**config.mk**
```make
export PLATFORM = sky130hd
export DESIGN_NAME = sfbu_core
export DESIGN_NICKNAME = d
export VERILOG_FILES = /design/src/core/sfbu_pkg.sv /design/src/core/sfbu_core.sv
export SDC_FILE = /design/constraint.sdc
export NUM_CORES = 1
export LEC_CHECK = 0
export ABC_AREA = 1
export BUFFER_PORTS_ARGS = -buffer_cell sky130_fd_sc_hd__buf_2
export CAP_MARGIN = 20
export CORE_UTILIZATION = 39
export CTS_CLUSTER_DIAMETER = 50
export DETAILED_ROUTE_END_ITERATION = 8
export GPL_TIMING_DRIVEN = 1
export PLACE_DENSITY = 0.6
export SYNTH_ARGS = -nofsm -noshare
export SYNTH_HDL_FRONTEND = slang
export SYNTH_SLANG_ARGS = --single-unit
```
**constraint.sdc**
```tcl
create_clock -name hclk -period 6.09 [get_ports hclk]
set_input_delay 0.609 -clock hclk [delete_from_list [all_inputs] [get_ports hclk]]
set_output_delay 0.609 -clock hclk [all_outputs]
set_load 0.01 [all_outputs]
```
**src/core/sfbu_pkg.sv**
```systemverilog
// Shared constants and types for the shift, flag and branch unit
package sfbu_pkg;

    // Register byte offsets on the bus
    localparam logic [7:0] OFF_CMD   = 8'h00; // Command, write starts an operation
    localparam logic [7:0] OFF_ACC_A = 8'h04; // Accumulator A
    localparam logic [7:0] OFF_ACC_B = 8'h08; // Accumulator B
    localparam logic [7:0] OFF_MEM   = 8'h0c; // Memory operand byte
    localparam logic [7:0] OFF_CCR   = 8'h10; // Condition codes
    localparam logic [7:0] OFF_PC    = 8'h14; // Program counter
    localparam logic [7:0] OFF_SP    = 8'h18; // Stack pointer
    localparam logic [7:0] OFF_REL   = 8'h1c; // Relative offset byte
    localparam logic [7:0] OFF_PUSH  = 8'h20; // Last pushed bytes, read only
    localparam logic [7:0] OFF_STAT  = 8'h24; // Busy and last taken, read only

    // Values after reset
    localparam logic [15:0] RST_PC  = 16'h0000;
    localparam logic [15:0] RST_SP  = 16'h00ff;
    localparam logic [5:0]  RST_CCR = 6'h10;    // Interrupt mask set

    // Command field positions
    localparam int unsigned CMD_OP_LSB  = 0;
    localparam int unsigned CMD_TGT_LSB = 8;

    // Operation codes
    localparam logic [4:0] OP_SHL  = 5'h01; // shift_left_arith
    localparam logic [4:0] OP_DSHL = 5'h02; // double_shift_left
    localparam logic [4:0] OP_SHR  = 5'h03; // shift_right_arith
    localparam logic [4:0] OP_BIT  = 5'h04; // Bit test
    localparam logic [4:0] OP_CALL = 5'h05; // relative_subroutine_call
    localparam logic [4:0] OP_BR   = 5'h10; // Base of the sixteen branch tests

    // Branch test codes, low nibble of a branch operation
    localparam logic [3:0] BR_ALWAYS = 4'h0;
    localparam logic [3:0] BR_NEVER  = 4'h1;
    localparam logic [3:0] BR_HI     = 4'h2;
    localparam logic [3:0] BR_LS     = 4'h3;
    localparam logic [3:0] BR_CC     = 4'h4;
    localparam logic [3:0] BR_CS     = 4'h5;
    localparam logic [3:0] BR_NE     = 4'h6;
    localparam logic [3:0] BR_EQ     = 4'h7;
    localparam logic [3:0] BR_VC     = 4'h8;
    localparam logic [3:0] BR_VS     = 4'h9;
    localparam logic [3:0] BR_PL     = 4'ha;
    localparam logic [3:0] BR_MI     = 4'hb;
    localparam logic [3:0] BR_GE     = 4'hc;
    localparam logic [3:0] BR_LT     = 4'hd;
    localparam logic [3:0] BR_GT     = 4'he;
    localparam logic [3:0] BR_LE     = 4'hf;

    // Shift target select
    localparam logic [1:0] TGT_A = 2'h0;
    localparam logic [1:0] TGT_B = 2'h1;
    localparam logic [1:0] TGT_M = 2'h2;

    // Steps and bus constants
    localparam logic [15:0] PC_STEP   = 16'h0002;
    localparam logic [15:0] SP_STEP   = 16'h0001;
    localparam logic [2:0]  HSIZE_WRD = 3'h2;

    // Condition code layout, bit 5 down to bit 0
    typedef struct packed {
        logic h;
        logic i;
        logic n;
        logic z;
        logic v;
        logic c;
    } sfbu_ccr_t;

    // Captured bus address phase
    typedef struct packed {
        logic       valid;
        logic       write;
        logic [7:0] addr;
    } sfbu_ap_t;

    // Sequencer states for the subroutine call
    typedef enum logic [1:0] {ST_IDLE, ST_PUSH_LO, ST_PUSH_HI, ST_REL} sfbu_state_t;

endpackage

```
**src/core/sfbu_core.sv**
```systemverilog
// Shift, flag and branch execution unit with an AHB-Lite register slave
//
// How it works
// RULE1: Left shift loads carry from old bit 7
// RULE2: Shifts set overflow to negative xor carry
// RULE3: Byte shifts: N from bit 7, Z all-zero
// RULE4: Double shift: pair left, zero in, old 15 to carry
// RULE5: Double shift: N from bit 15, Z sixteen-bit
// RULE6: Right shift keeps bit 7, bit 0 to carry
// RULE7: Taken branch: PC plus two plus signed offset
// RULE8: Never-branch only advances PC by two
// RULE9: Carry branches test carry clear or set
// RULE10: Equal branches test zero flag
// RULE11: Sign branches test negative flag
// RULE12: Overflow branches test overflow flag
// RULE13: Signed ge when N equals V
// RULE14: Signed gt when Z clear and N equals V
// RULE15: Unsigned higher when C and Z clear
// RULE16: Signed le when Z set or N differs V
// RULE17: Unsigned lower-same when C or Z set
// RULE18: Signed lt when N differs from V
// RULE19: Always-branch loads target unconditionally
// RULE20: Call: PC+2, push low, dec, push high, dec, add offset
// RULE21: Bit test ANDs, sets N Z, clears V, keeps C
// RULE22: Left shift inserts zero at bit 0
// RULE23: Offset sign-extended, target wraps modulo 65536
module sfbu_core (
    input  wire logic        hclk,        // Bus and core clock
    input  wire logic        hresetn,     // Asynchronous reset, active low
    input  wire logic        hsel,        // Slave select
    input  wire logic [31:0] haddr,       // Byte address
    input  wire logic [1:0]  htrans,      // Transfer type
    input  wire logic        hwrite,      // Write when high
    input  wire logic [2:0]  hsize,       // Transfer size
    input  wire logic [31:0] hwdata,      // Write data
    input  wire logic        hready,      // Bus ready
    output logic             hreadyout,   // Slave ready
    output logic             hresp,       // Always OKAY
    output logic [31:0]      hrdata,      // Read data
    output logic             push_valid,  // One-cycle stack write strobe
    output logic [15:0]      push_addr,   // Stack write address
    output logic [7:0]       push_data    // Stack write byte
);

    // Bus phase tracking
    sfbu_pkg::sfbu_ap_t    ap_q, ap_d;     // Captured address phase
    logic                  rdy_q, rdy_d;   // Ready flop
    logic [31:0]           rdata_q;        // Read data flop

    // Architectural state
    logic [7:0]            acc_a_q, acc_a_d;
    logic [7:0]            acc_b_q, acc_b_d;
    logic [7:0]            mem_q, mem_d;
    sfbu_pkg::sfbu_ccr_t   ccr_q, ccr_d;
    logic [15:0]           pc_q, pc_d;
    logic [15:0]           sp_q, sp_d;
    logic [7:0]            rel_q, rel_d;
    logic [15:0]           pushed_q, pushed_d;   // {high byte, low byte} of last call
    logic                  taken_q, taken_d;     // Last branch outcome
    sfbu_pkg::sfbu_state_t st_q, st_d;
    logic                  pv_q;                 // Push strobe flop
    logic [15:0]           pa_q;                 // Push address flop
    logic [7:0]            pd_q;                 // Push data flop

    // Bus decode
    wire        addr_ph  = hsel & hready & htrans[1];
    wire        idle     = (st_q == sfbu_pkg::ST_IDLE);
    wire        wr_en    = ap_q.valid & ap_q.write;
    wire        wr_free  = wr_en & idle;   // Writes during a call are dropped
    wire        wr_cmd   = wr_free & (ap_q.addr == sfbu_pkg::OFF_CMD);
    wire        wr_acc_a = wr_free & (ap_q.addr == sfbu_pkg::OFF_ACC_A);
    wire        wr_acc_b = wr_free & (ap_q.addr == sfbu_pkg::OFF_ACC_B);
    wire        wr_mem   = wr_free & (ap_q.addr == sfbu_pkg::OFF_MEM);
    wire        wr_ccr   = wr_free & (ap_q.addr == sfbu_pkg::OFF_CCR);
    wire        wr_pc    = wr_free & (ap_q.addr == sfbu_pkg::OFF_PC);
    wire        wr_sp    = wr_free & (ap_q.addr == sfbu_pkg::OFF_SP);
    wire        wr_rel   = wr_free & (ap_q.addr == sfbu_pkg::OFF_REL);

    // Command fields straight from the write data
    wire [4:0]  cmd_op   = hwdata[sfbu_pkg::CMD_OP_LSB +: 5];
    wire [1:0]  cmd_tgt  = hwdata[sfbu_pkg::CMD_TGT_LSB +: 2];
    wire        go_shl   = wr_cmd & (cmd_op == sfbu_pkg::OP_SHL);
    wire        go_shr   = wr_cmd & (cmd_op == sfbu_pkg::OP_SHR);
    wire        go_dshl  = wr_cmd & (cmd_op == sfbu_pkg::OP_DSHL);
    wire        go_bit   = wr_cmd & (cmd_op == sfbu_pkg::OP_BIT);
    wire        go_call  = wr_cmd & (cmd_op == sfbu_pkg::OP_CALL);
    wire        go_br    = wr_cmd & cmd_op[4];
    wire        go_sh8   = go_shl | go_shr;
    wire        go_flags = go_sh8 | go_dshl | go_bit;

    // Operand selection
    wire [7:0]  src8  = (cmd_tgt == sfbu_pkg::TGT_B) ? acc_b_q :
                        (cmd_tgt == sfbu_pkg::TGT_M) ? mem_q : acc_a_q;
    wire [7:0]  tst_acc = (cmd_tgt == sfbu_pkg::TGT_B) ? acc_b_q : acc_a_q;
    wire [15:0] pair  = {acc_a_q, acc_b_q};

    // Shift and test results
    wire [7:0]  shl_r  = {src8[6:0], 1'b0};              // [RULE22]
    wire [7:0]  shr_r  = {src8[7], src8[7:1]};           // [RULE6]
    wire [15:0] dshl_r = {pair[14:0], 1'b0};             // [RULE4]
    wire [7:0]  bit_r  = tst_acc & mem_q;                // [RULE21]
    wire [7:0]  sh8_r  = go_shr ? shr_r : shl_r;
    wire [7:0]  res8   = go_bit ? bit_r : sh8_r;

    // New flag values
    wire        n_new = go_dshl ? dshl_r[15] : res8[7];                 // [RULE3] [RULE5]
    wire        z_new = go_dshl ? (dshl_r == 16'h0000) : (res8 == 8'h00); // [RULE3] [RULE5]
    wire        c_new = go_dshl ? pair[15] :                            // [RULE4]
                        go_shl  ? src8[7] :                             // [RULE1]
                        go_shr  ? src8[0] : ccr_q.c;                    // [RULE6] [RULE21]
    wire        v_new = go_bit ? 1'b0 : (n_new ^ c_new);                // [RULE2] [RULE21]

    // Branch target, offset sign-extended, sum wraps in sixteen bits
    wire [15:0] rel16  = {{8{rel_q[7]}}, rel_q};           // [RULE23]
    wire [15:0] pc_nx  = pc_q + sfbu_pkg::PC_STEP;         // [RULE8]
    wire [15:0] target = pc_nx + rel16;                    // [RULE7] [RULE23]

    // Branch condition per test code
    wire        f_n = ccr_q.n;
    wire        f_z = ccr_q.z;
    wire        f_v = ccr_q.v;
    wire        f_c = ccr_q.c;
    wire [15:0] cond_vec;
    assign cond_vec[sfbu_pkg::BR_ALWAYS] = 1'b1;                    // [RULE19]
    assign cond_vec[sfbu_pkg::BR_NEVER]  = 1'b0;                    // [RULE8]
    assign cond_vec[sfbu_pkg::BR_HI]     = ~(f_c | f_z);            // [RULE15]
    assign cond_vec[sfbu_pkg::BR_LS]     = f_c | f_z;               // [RULE17]
    assign cond_vec[sfbu_pkg::BR_CC]     = ~f_c;                    // [RULE9]
    assign cond_vec[sfbu_pkg::BR_CS]     = f_c;                     // [RULE9]
    assign cond_vec[sfbu_pkg::BR_NE]     = ~f_z;                    // [RULE10]
    assign cond_vec[sfbu_pkg::BR_EQ]     = f_z;                     // [RULE10]
    assign cond_vec[sfbu_pkg::BR_VC]     = ~f_v;                    // [RULE12]
    assign cond_vec[sfbu_pkg::BR_VS]     = f_v;                     // [RULE12]
    assign cond_vec[sfbu_pkg::BR_PL]     = ~f_n;                    // [RULE11]
    assign cond_vec[sfbu_pkg::BR_MI]     = f_n;                     // [RULE11]
    assign cond_vec[sfbu_pkg::BR_GE]     = ~(f_n ^ f_v);            // [RULE13]
    assign cond_vec[sfbu_pkg::BR_LT]     = f_n ^ f_v;               // [RULE18]
    assign cond_vec[sfbu_pkg::BR_GT]     = ~f_z & ~(f_n ^ f_v);     // [RULE14]
    assign cond_vec[sfbu_pkg::BR_LE]     = f_z | (f_n ^ f_v);       // [RULE16]
    wire        taken = cond_vec[cmd_op[3:0]];

    // Register next values; software writes and operations never coincide
    assign acc_a_d = wr_acc_a ? hwdata[7:0] :
                     (go_sh8 & (cmd_tgt == sfbu_pkg::TGT_A)) ? sh8_r :
                     go_dshl ? dshl_r[15:8] : acc_a_q;                   // [RULE4]
    assign acc_b_d = wr_acc_b ? hwdata[7:0] :
                     (go_sh8 & (cmd_tgt == sfbu_pkg::TGT_B)) ? sh8_r :
                     go_dshl ? dshl_r[7:0] : acc_b_q;
    assign mem_d   = wr_mem ? hwdata[7:0] :
                     (go_sh8 & (cmd_tgt == sfbu_pkg::TGT_M)) ? sh8_r : mem_q;
    // Half-carry and interrupt mask pass through untouched
    assign ccr_d   = wr_ccr ? sfbu_pkg::sfbu_ccr_t'(hwdata[5:0]) :
                     go_flags ? {ccr_q.h, ccr_q.i, n_new, z_new, v_new, c_new} : ccr_q; // [RULE3]
    assign pc_d    = wr_pc ? hwdata[15:0] :
                     go_br ? (taken ? target : pc_nx) :                  // [RULE7] [RULE8]
                     go_call ? pc_nx :                                   // [RULE20]
                     (st_q == sfbu_pkg::ST_REL) ? pc_q + rel16 : pc_q;   // [RULE20]
    assign sp_d    = wr_sp ? hwdata[15:0] :
                     ((st_q == sfbu_pkg::ST_PUSH_LO) | (st_q == sfbu_pkg::ST_PUSH_HI)) ?
                     sp_q - sfbu_pkg::SP_STEP : sp_q;                    // [RULE20]
    assign rel_d   = wr_rel ? hwdata[7:0] : rel_q;
    assign pushed_d = (st_q == sfbu_pkg::ST_PUSH_LO) ? {pushed_q[15:8], pc_q[7:0]} :
                      (st_q == sfbu_pkg::ST_PUSH_HI) ? {pc_q[15:8], pushed_q[7:0]} : pushed_q;
    assign taken_d = go_br ? taken : taken_q;

    // Call sequencer: one state per step, low byte first
    always_comb begin
        case (st_q)
            sfbu_pkg::ST_IDLE:    st_d = go_call ? sfbu_pkg::ST_PUSH_LO : sfbu_pkg::ST_IDLE; // [RULE20]
            sfbu_pkg::ST_PUSH_LO: st_d = sfbu_pkg::ST_PUSH_HI;
            sfbu_pkg::ST_PUSH_HI: st_d = sfbu_pkg::ST_REL;
            sfbu_pkg::ST_REL:     st_d = sfbu_pkg::ST_IDLE;
            default:              st_d = sfbu_pkg::ST_IDLE;
        endcase
    end

    // Bus phase: reads take one wait state so a write just before is seen
    assign ap_d  = addr_ph ? {1'b1, hwrite & (hsize == sfbu_pkg::HSIZE_WRD), haddr[7:0]}
                           : '0;
    assign rdy_d = ~(addr_ph & ~hwrite);

    // Read multiplexer, unmapped reads return zero
    wire [31:0] rd_mux =
        (ap_q.addr == sfbu_pkg::OFF_CMD)   ? 32'h0000_0000 :
        (ap_q.addr == sfbu_pkg::OFF_ACC_A) ? {24'h00_0000, acc_a_q} :
        (ap_q.addr == sfbu_pkg::OFF_ACC_B) ? {24'h00_0000, acc_b_q} :
        (ap_q.addr == sfbu_pkg::OFF_MEM)   ? {24'h00_0000, mem_q} :
        (ap_q.addr == sfbu_pkg::OFF_CCR)   ? {26'h000_0000, ccr_q} :
        (ap_q.addr == sfbu_pkg::OFF_PC)    ? {16'h0000, pc_q} :
        (ap_q.addr == sfbu_pkg::OFF_SP)    ? {16'h0000, sp_q} :
        (ap_q.addr == sfbu_pkg::OFF_REL)   ? {24'h00_0000, rel_q} :
        (ap_q.addr == sfbu_pkg::OFF_PUSH)  ? {16'h0000, pushed_q} :
        (ap_q.addr == sfbu_pkg::OFF_STAT)  ? {30'h0000_0000, taken_q, ~idle} : 32'h0000_0000;
    wire        rd_stall = ap_q.valid & ~rdy_q;

    // Bus flops
    always_ff @(posedge hclk or negedge hresetn) begin
        if (!hresetn) begin
            ap_q    <= '0;
            rdy_q   <= 1'b1;
            rdata_q <= 32'h0000_0000;
        end else begin
            ap_q    <= rd_stall ? ap_q : ap_d;
            rdy_q   <= rd_stall ? 1'b1 : rdy_d;
            rdata_q <= rd_stall ? rd_mux : rdata_q;
        end
    end

    // Architectural flops
    always_ff @(posedge hclk or negedge hresetn) begin
        if (!hresetn) begin
            acc_a_q  <= 8'h00;
            acc_b_q  <= 8'h00;
            mem_q    <= 8'h00;
            ccr_q    <= sfbu_pkg::RST_CCR;
            pc_q     <= sfbu_pkg::RST_PC;
            sp_q     <= sfbu_pkg::RST_SP;
            rel_q    <= 8'h00;
            pushed_q <= 16'h0000;
            taken_q  <= 1'b0;
            st_q     <= sfbu_pkg::ST_IDLE;
        end else begin
            acc_a_q  <= acc_a_d;
            acc_b_q  <= acc_b_d;
            mem_q    <= mem_d;
            ccr_q    <= ccr_d;
            pc_q     <= pc_d;
            sp_q     <= sp_d;
            rel_q    <= rel_d;
            pushed_q <= pushed_d;
            taken_q  <= taken_d;
            st_q     <= st_d;
        end
    end

    // Stack write port, pushes at the current pointer before it drops
    always_ff @(posedge hclk or negedge hresetn) begin
        if (!hresetn) begin
            pv_q <= 1'b0;
            pa_q <= 16'h0000;
            pd_q <= 8'h00;
        end else begin
            pv_q <= (st_q == sfbu_pkg::ST_PUSH_LO) | (st_q == sfbu_pkg::ST_PUSH_HI); // [RULE20]
            pa_q <= sp_q;
            pd_q <= (st_q == sfbu_pkg::ST_PUSH_LO) ? pc_q[7:0] : pc_q[15:8];
        end
    end

    assign hreadyout  = rdy_q;
    assign hresp      = 1'b0;
    assign hrdata     = rdata_q;
    assign push_valid = pv_q;
    assign push_addr  = pa_q;
    assign push_data  = pd_q;

    // Checks
    property p_shl_carry;
        @(posedge hclk) disable iff (!hresetn)
        go_shl & (cmd_tgt == sfbu_pkg::TGT_A) |=> ccr_q.c == $past(acc_a_q[7]) && acc_a_q[0] == 1'b0;
    endproperty
    a_shl_carry: assert property (p_shl_carry) else $error("left shift carry wrong"); // [RULE1]

    property p_shift_v;
        @(posedge hclk) disable iff (!hresetn)
        go_sh8 | go_dshl |=> ccr_q.v == (ccr_q.n ^ ccr_q.c);
    endproperty
    a_shift_v: assert property (p_shift_v) else $error("shift overflow wrong"); // [RULE2]

    property p_sh8_nz;
        @(posedge hclk) disable iff (!hresetn)
        go_sh8 & (cmd_tgt == sfbu_pkg::TGT_M) |=> ccr_q.n == mem_q[7] && ccr_q.z == (mem_q == 8'h00)
            && ccr_q.h == $past(ccr_q.h) && ccr_q.i == $past(ccr_q.i);
    endproperty
    a_sh8_nz: assert property (p_sh8_nz) else $error("byte shift flags wrong"); // [RULE3]

    property p_dshl;
        @(posedge hclk) disable iff (!hresetn)
        go_dshl |=> {acc_a_q, acc_b_q} == {$past(acc_a_q[6:0]), $past(acc_b_q), 1'b0}
            && ccr_q.c == $past(acc_a_q[7]);
    endproperty
    a_dshl: assert property (p_dshl) else $error("double shift wrong"); // [RULE4]

    property p_dshl_nz;
        @(posedge hclk) disable iff (!hresetn)
        go_dshl |=> ccr_q.n == acc_a_q[7] && ccr_q.z == ({acc_a_q, acc_b_q} == 16'h0000);
    endproperty
    a_dshl_nz: assert property (p_dshl_nz) else $error("double shift flags wrong"); // [RULE5]

    property p_shr;
        @(posedge hclk) disable iff (!hresetn)
        go_shr & (cmd_tgt == sfbu_pkg::TGT_B) |=> acc_b_q == {$past(acc_b_q[7]), $past(acc_b_q[7:1])}
            && ccr_q.c == $past(acc_b_q[0]);
    endproperty
    a_shr: assert property (p_shr) else $error("right shift wrong"); // [RULE6]

    property p_br_taken;
        @(posedge hclk) disable iff (!hresetn)
        go_br & taken |=> pc_q == $past(pc_q) + 16'h0002 + {{8{rel_q[7]}}, rel_q};
    endproperty
    a_br_taken: assert property (p_br_taken) else $error("branch target wrong"); // [RULE7]

    property p_br_never;
        @(posedge hclk) disable iff (!hresetn)
        go_br & (cmd_op[3:0] == sfbu_pkg::BR_NEVER) |=> pc_q == $past(pc_q) + 16'h0002 && taken_q == 1'b0;
    endproperty
    a_br_never: assert property (p_br_never) else $error("never-branch moved wrongly"); // [RULE8]

    property p_call;
        @(posedge hclk) disable iff (!hresetn)
        go_call |-> ##1 push_valid == 1'b0 ##1 push_valid ##1 push_valid ##1
            (sp_q == $past(sp_q, 4) - 16'h0002) && (pc_q == $past(pc_q, 4) + 16'h0002 + rel16) && idle;
    endproperty
    a_call: assert property (p_call) else $error("call sequence wrong"); // [RULE20]

    property p_bit;
        @(posedge hclk) disable iff (!hresetn)
        go_bit |=> acc_a_q == $past(acc_a_q) && mem_q == $past(mem_q) && !ccr_q.v && ccr_q.c == $past(ccr_q.c);
    endproperty
    a_bit: assert property (p_bit) else $error("bit test wrong"); // [RULE21]

    // Signed decision uses the flags as they stood at the command
    property p_br_ge;
        @(posedge hclk) disable iff (!hresetn)
        go_br & (cmd_op[3:0] == sfbu_pkg::BR_GE) |=> taken_q == ~($past(ccr_q.n) ^ $past(ccr_q.v));
    endproperty
    a_br_ge: assert property (p_br_ge) else $error("signed ge decision wrong"); // [RULE13]

    // Always-branch never falls through, whatever the flags
    property p_br_always;
        @(posedge hclk) disable iff (!hresetn)
        go_br & (cmd_op[3:0] == sfbu_pkg::BR_ALWAYS) |=> taken_q;
    endproperty
    a_br_always: assert property (p_br_always) else $error("always-branch not taken"); // [RULE19]

    // Reads cost exactly one wait state, so software sees fresh state
    property p_rd_wait;
        @(posedge hclk) disable iff (!hresetn)
        hsel & hready & htrans[1] & ~hwrite |=> !hreadyout ##1 hreadyout;
    endproperty
    a_rd_wait: assert property (p_rd_wait) else $error("read wait state wrong");

    c_dshl:  cover property (@(posedge hclk) disable iff (!hresetn) go_dshl);
    c_taken: cover property (@(posedge hclk) disable iff (!hresetn) go_br & taken);
    c_call:  cover property (@(posedge hclk) disable iff (!hresetn) go_call ##4 idle);
    c_wrap:  cover property (@(posedge hclk) disable iff (!hresetn) go_br & taken & (target < pc_nx) & ~rel_q[7]);

endmodule // sfbu_core

```
==> results.py, run 1 <==
metrics = {
    "sta": {
        "finalClockSkew_ps": 11.1,
        "final.min_clock_period_ps": 3490,
        "rsz0062_at_grt": "no",
        "max_slew.worst_pin.slew_ps": 984,
        "finalHoldViolations": 0,
        "clock.fmax_ghz": 0.287,
        "finalCritPeriodShare_pct": 57.3,
        "setup_violations": 0,
        "tns_ps": 0,
        "slew_headroom_pct": 34.4,
        "drv_slew": 0,
    },
    "critical_path": {
        "cp_slowest_cell": "dfrtp_1",
        "path_delay_family": "simple AND/OR/NAND/NOR gates",
        "crit_path_end_kind": "register",
        "crit_buf_inv": 2,
        "path_cells": "inv_1 -> nor3_2 -> nand3_1 -> nor2_1 -> xor2_1 -> inv_1 -> ha_1 -> nand2_1 -> nor3_1 -> and2_1 -> nand2_1 -> nand2_1 -> nand2_1 -> nand3_1 -> nand2_1 -> nand3_1 -> nand2_1 -> nand2_1 -> nand2_1",
        "crit_path_start_kind": "register",
        "crit_path_max_fanout": 7,
        "cp_common_cell": "nand2_1",
        "critPathKind": "reg -> reg",
        "required_ps": 6420,
        "crit_arrival_ps": 3820,
        "max_stage_delay_ps": 540,
    },
    "clock_network": {
        "cts_setup_buffers": 0,
        "clockRootBuffer": "clkbuf_16",
        "postCtsHoldBufs": 0,
        "cts.clk_slew.worst_paths_ps": 70,
        "clock_tree.buffer_depth": 2,
        "cts_buffers": 17,
        "cts_resized": 0,
        "cts_sinks": 140,
        "htree_levels": 4,
        "tritoncts": "yes",
        "clock_latency_ps": 430,
    },
    "final_layout": {
        "drive_gt1_share_pct": 11.7,
        "area_delta_synth_final_pct": 11.9,
        "antennaDiodeCount": 0,
        "fin_nets": 1589,
        "final_core_util_pct": 44.4,
        "stdcell_count": 1817,
    },
    "drt": {
        "highest_layer": "met4",
        "wl_per_cell_um": 18.1,
        "wl_met1_um": 15700,
        "firstDrtPassIters": 8,
        "drt_iter0_markers": 1100,
        "num_vias": 9879,
        "drt_wl_total_um": 32900,
        "antenna_left": 0,
        "vias_per_cell": 5.44,
        "wl_met3_um": 3230,
        "post-route-drc-count": 1,
        "wl_met2_um": 13300,
    },
    "grt": {
        "grt_pass1_vias": 8964,
        "overflow": 0,
        "grt_max_degree": 101,
        "grt_usage_pct": 25.6,
        "grt_pass1_wl_um": 51100,
        "antenna_found_initial": 0,
    },
    "floorplan": {
        "die_w_um": 162,
        "num_rows": 58,
        "pin_count": 133,
        "fp.coreArea_um2": 25100,
        "die_height_um": 162,
        "start_util_pct": 39.6,
        "die-area_um2": 26200,
    },
    "outcome": {
        "status": "finished, violations left",
        "failed_checks": "DRC",
    },
    "synth": {
        "ys_seq_area_share_pct": 35.3,
        "ys_warn_count": 0,
        "syn_area_um2": 9950,
        "netlist-cell-type-count": 54,
        "syn_area_per_cell_um2": 7.04,
        "ys_ff_latch": 140,
        "syn-instance-count": 1415,
    },
    "power": {
        "p_sw_share_pct": 44.8,
        "ir_worst_vdd_mv": 0.219,
        "power.leakage_nw": 5.63,
        "power_frac_clock_pct": 23.7,
        "internal-power_mw": 2.61,
        "p_per_area_nw_per_um2": 424,
        "combPwrFrac_pct": 47.0,
        "p_seq_share_pct": 29.3,
        "netSwitchingPower_mw": 2.12,
    },
    "placed_design": {
        "dpl.hpwl_um": 25100,
        "place_inst": 1785,
        "gp_routability_congestion": 0.978,
        "port_buffers": 74,
    },
    "hold_path": {
        "min_path_type": "in -> async",
    },
    "flow_run": {
        "cap_violations": 0,
    },
}
==> flip-flops by register name, indices dropped and copies added (netlist names), 10 cells and up <==
name and flops:
hrdata 16, pc_q 16, ap_q 10, sp_q 16
pushed_q 16, push_addr 16
==> power groups by stage <==
stage | Sequential, mW | Clock, mW | Combinational (mW)
after CTS | 1.38 | 1.13 | 2.18
after floorplan | 1.32 | 0 | 1.61
final | 1.39 | 1.12 | 2.22
after global routing | 1.41 | 1.17 | 2.50
after detailed placement | 1.39 | 0 | 2.16
after global placement | 1.39 | 0 | 2.15
==> kinds of logic after synthesis <==
family,after synthesis,share of synthesized area [%]
adder cells (fa/ha/maj),41,5.30
XOR/XNOR,20,1.76
flip-flops,140,35.3
buffers and inverters,245,10.3
AND/OR/NAND/NOR,668,29.8
AO/OA/AOI/OAI,300,17.4
other,1,0.0377
==> Yosys cell counts, drive strengths merged <==
cell | n | area (µm²)
nand2 | 389 | 1500
inv | 194 | 731
dfrtp | 130 | 3250
o21ai | 127 | 639
nand3 | 115 | 596
nor2 | 109 | 477
a21oi | 91 | 467
buf | 39 | 251
ha | 39 | 488
o221ai | 23 | 201
nand4 | 21 | 131
nor3 | 20 | 143
o211ai | 18 | 135
o22ai | 18 | 113
clkbuf | 12 | 45.0
xor2 | 12 | 105
dfstp | 10 | 263
xnor2 | 8 | 70.1
nor4 | 6 | 67.6
or2 | 5 | 31.3
o21bai | 4 | 30.0
a211oi | 3 | 22.5
o21a | 3 | 22.5
o311ai | 3 | 26.3
a21o | 2 | 15.0
fa | 2 | 40.0
o2111ai | 2 | 17.5
o31ai | 2 | 15.0
a21boi | 1 | 7.51
a22oi | 1 | 7.51
a2bb2oi | 1 | 8.76
a31o | 1 | 8.76
and2 | 1 | 6.26
conb | 1 | 3.75
nand2b | 1 | 6.26
nand3b | 1 | 7.51
==> final cells by class <==
| class | instances | area [µm²] |
|---|---|---|
| Multi-Input combinational cell | 1046 | 5470 |
| Inverter | 194 | 731 |
| Tap cell | 330 | 413 |
| Timing Repair Buffer | 75 | 384 |
| Sequential cell | 140 | 3520 |
| Fill cell | 2620 | 14000 |
| Clock inverter | 13 | 189 |
| Clock buffer | 19 | 433 |
==> routing by layer <==
layer / GRT usage [%] / vias to the layer above
li1: - / 4785
met1: 39.4 / 4579
met2: 35.7 / 464
met3: 5.08 / 51
met4: 7.42 / 0
met5: 0 / -
==> through the flow <==
step / total power, mW / hold WS [ps] / instance area (µm²) / setup slack, ps
after global routing: 5.08 / 383 / 11100 / 2340
final: 4.72 / 269 / 11100 / 2600
after detailed placement: 3.55 / 395 / 10500 / 2690
after CTS: 4.69 / 352 / 11100 / 2670
after global placement: 3.54 / 391 / 10500 / 2680
after floorplan: 2.92 / 313 / 10000 / 3370
==> cells in the final DEF, fill, tap and decap left out, types with 18 or more instances in the layout <==
cell type,count
o211ai_1,18
o22ai_1,18
nor2_1,99
nand2_1,378
dfrtp_1,130
o21ai_0,109
a21oi_1,88
o221ai_1,23
ha_1,39
buf_2,73
nand4_1,21
nand3_1,111
inv_1,176
==> path summary, 6_finish.rpt <==
kind / cells past startpoint / end / start / slack (ps)
setup / recovery: 19 / pc_q[15] / pc_q[1] / 2600
min in group hclk: 2 / hreadyout / hwrite / 400
hold reg to reg: 0 / push_addr[15] / sp_q[15] / 400
setup reg to reg: 19 / pc_q[15] / pc_q[1] / 2600
hold / removal: 1 / hrdata[12] / hresetn / 270
max in group asynchronous: 2 / sp_q[4] / hresetn / 4620
==> worst register-to-register path: cells and delay by family, from the launching register on <==
family                   cells  cell delay [ps]
AND/OR/NAND/NOR             15             1750
flip-flops                   1              540
XOR/XNOR                     1              410
adder cells (fa/ha/maj)      1              370
buffers and inverters        2              320
(Power assumes the default switching activity.)
==> run 2: changes to the inputs <==
clock period = 3.35 ns   (was 6.09 ns; I/O delays follow)
==> run 2 against run 1 <==
The run still ends with DRC left. Critical path type unchanged. Clock skew increased by 8.6 ps. Routed wire length grew 2.1%. Final cell count is 1.2% higher. Critical endpoint is now pc_q[14].
==> results.py, run 2 (synthesis gave the netlist of run 1 again) <==
metrics = {
    "sta": {
        "finalHoldViolations": 0,
        "tns_ps": 0,
        "final.min_clock_period_ps": 3000,
        "drv_slew": 0,
        "slew_headroom_pct": 38.5,
        "max_slew.worst_pin.slew_ps": 922,
        "setup_violations": 0,
        "finalClockSkew_ps": 19.7,
        "clock.fmax_ghz": 0.333,
        "finalCritPeriodShare_pct": 89.5,
        "rsz0062_at_grt": "no",
    },
    "clock_network": {
        "tritoncts": "yes",
        "clock_tree.buffer_depth": 2,
        "clock_latency_ps": 440,
        "cts_buffers": 17,
        "cts_sinks": 140,
        "cts_setup_buffers": 0,
        "clockRootBuffer": "clkbuf_16",
        "htree_levels": 4,
        "cts.clk_slew.worst_paths_ps": 60,
    },
    "drt": {
        "drt_wl_total_um": 33600,
        "post-route-drc-count": 1,
        "firstDrtPassIters": 7,
        "antenna_left": 0,
        "num_vias": 9951,
        "drt_iter0_markers": 1009,
        "wl_per_cell_um": 18.3,
        "vias_per_cell": 5.41,
    },
    "grt": {
        "grt_usage_pct": 26.4,
        "grt_pass1_wl_um": 52600,
        "grt_pass1_vias": 9205,
        "antenna_found_initial": 0,
        "grt_max_degree": 57,
        "overflow": 0,
    },
    "critical_path": {
        "crit_arrival_ps": 3310,
        "critPathKind": "reg -> reg",
        "crit_path_max_fanout": 4,
        "required_ps": 3660,
        "crit_buf_inv": 1,
        "cp_common_cell": "nand2_1",
        "path_cells": "ha_1 -> nand2_1 -> nor2_1 -> nand2_1 -> xor2_1 -> inv_1 -> ha_1 -> a21oi_1 -> o21ai_0 -> a21oi_1 -> nand2_1 -> nand2_1 -> nand3_1 -> nand3_1 -> nand3_1 -> nand2_1 -> nand2_1",
        "crit_path_start_kind": "register",
        "path_delay_family": "simple AND/OR/NAND/NOR gates",
        "cp_slowest_cell": "dfrtp_1",
        "crit_path_end_kind": "register",
        "max_stage_delay_ps": 380,
    },
    "outcome": {
        "status": "finished, violations left",
        "failed_checks": "DRC",
    },
    "placed_design": {
        "dpl.hpwl_um": 25900,
        "gp_routability_congestion": 0.943,
        "port_buffers": 74,
        "place_inst": 1805,
    },
    "power": {
        "power.total_mw": 8.75,
        "power.leakage_nw": 5.76,
        "p_per_area_nw_per_um2": 772,
        "ir_worst_vdd_mv": 0.380,
    },
    "floorplan": {
        "die-area_um2": 26200,
        "die_height_um": 162,
        "pin_count": 133,
        "die_w_um": 162,
        "start_util_pct": 39.6,
        "num_rows": 58,
        "fp.coreArea_um2": 25100,
    },
    "flow_run": {
        "cap_violations": 0,
    },
    "final_layout": {
        "final_common_cell": "nand2_1",
        "drive_gt1_share_pct": 13.0,
        "fin_nets": 1610,
        "stdcell_count": 1838,
        "antennaDiodeCount": 0,
        "final_cell_mix": "nand2_1 (378), inv_1 (176), dfrtp_1 (130)",
        "area_delta_synth_final_pct": 13.9,
    },
    "hold_path": {
        "min_path_type": "in -> reg",
    },
}
==> run 2: worst reg2reg max path: cells and delay by family, from the launching register on <==
family / cells / cell delay (ps)
fa+ha+maj: 2 / 500
buf+inv: 1 / 140
flops: 1 / 380
xor+xnor: 1 / 280
compound gates: 3 / 550
simple gates: 10 / 1030
==> run 2: worst paths after layout <==
path,from,end,slack [ps],cells after the start
min in group asynchronous,hresetn,hrdata[11],450,2
worst max register to register,pc_q[1],pc_q[14],350,17
worst min-delay path,haddr[6],ap_q[6],120,3
worst max-delay path,pc_q[1],pc_q[14],350,17
worst min register to register,sp_q[15],push_addr[15],390,0
max in group asynchronous,hresetn,hreadyout,2060,3
==> run 2: layout make-up <==
| cell class | instances | area (µm²) |
|---|---|---|
| fill | 2631 | 13800 |
| multi-input combinational | 1046 | 5480 |
| sequential | 140 | 3520 |
| inverter | 194 | 731 |
| timing repair buffer | 96 | 557 |
| clock buffer | 20 | 457 |
| tap | 330 | 413 |
| clock inverter | 12 | 188 |
==> run 2: power breakdown <==
part	total (mW)	internal (mW)	switching (mW)
Combinational	4.20	1.47	2.73
Sequential	2.46	2.10	0.358
Clock	2.09	1.30	0.798
==> run 2: timing repair <==
action,in CTS,in global routing
resized for setup,0,1
endpoints found under the hold margin,52,0
hold buffers,1,0
endpoints found under the setup margin,0,1
==> run 2: metrics by stage <==
step           instance area (µm²)  hold slack [ps]  worst slack (ps)  util, %
4_1_cts                      11300              110               381     45.1
3_5_place_dp                 10700              342               428     42.5
5_1_grt                      11300              113              22.1     45.2
6_report                     11300              117               351     45.2
3_3_place_gp                 10700              342               421     42.5
2_1_floorplan                10000             39.4               631        -
==> run 2: metal layers <==
| layer | vias to the layer above | GRT usage, % | routed length [µm] | share of wire, % |
|---|---|---|---|---|
| met5 | - | 0 | 0 | 0 |
| met1 | 4660 | 39.2 | 16300 | 48 |
| met2 | 401 | 37.7 | 13800 | 41 |
| met4 | 0 | 8.15 | 697 | 2.1 |
| li1 | 4843 | - | - | - |
| met3 | 47 | 5.85 | 2830 | 8.4 |
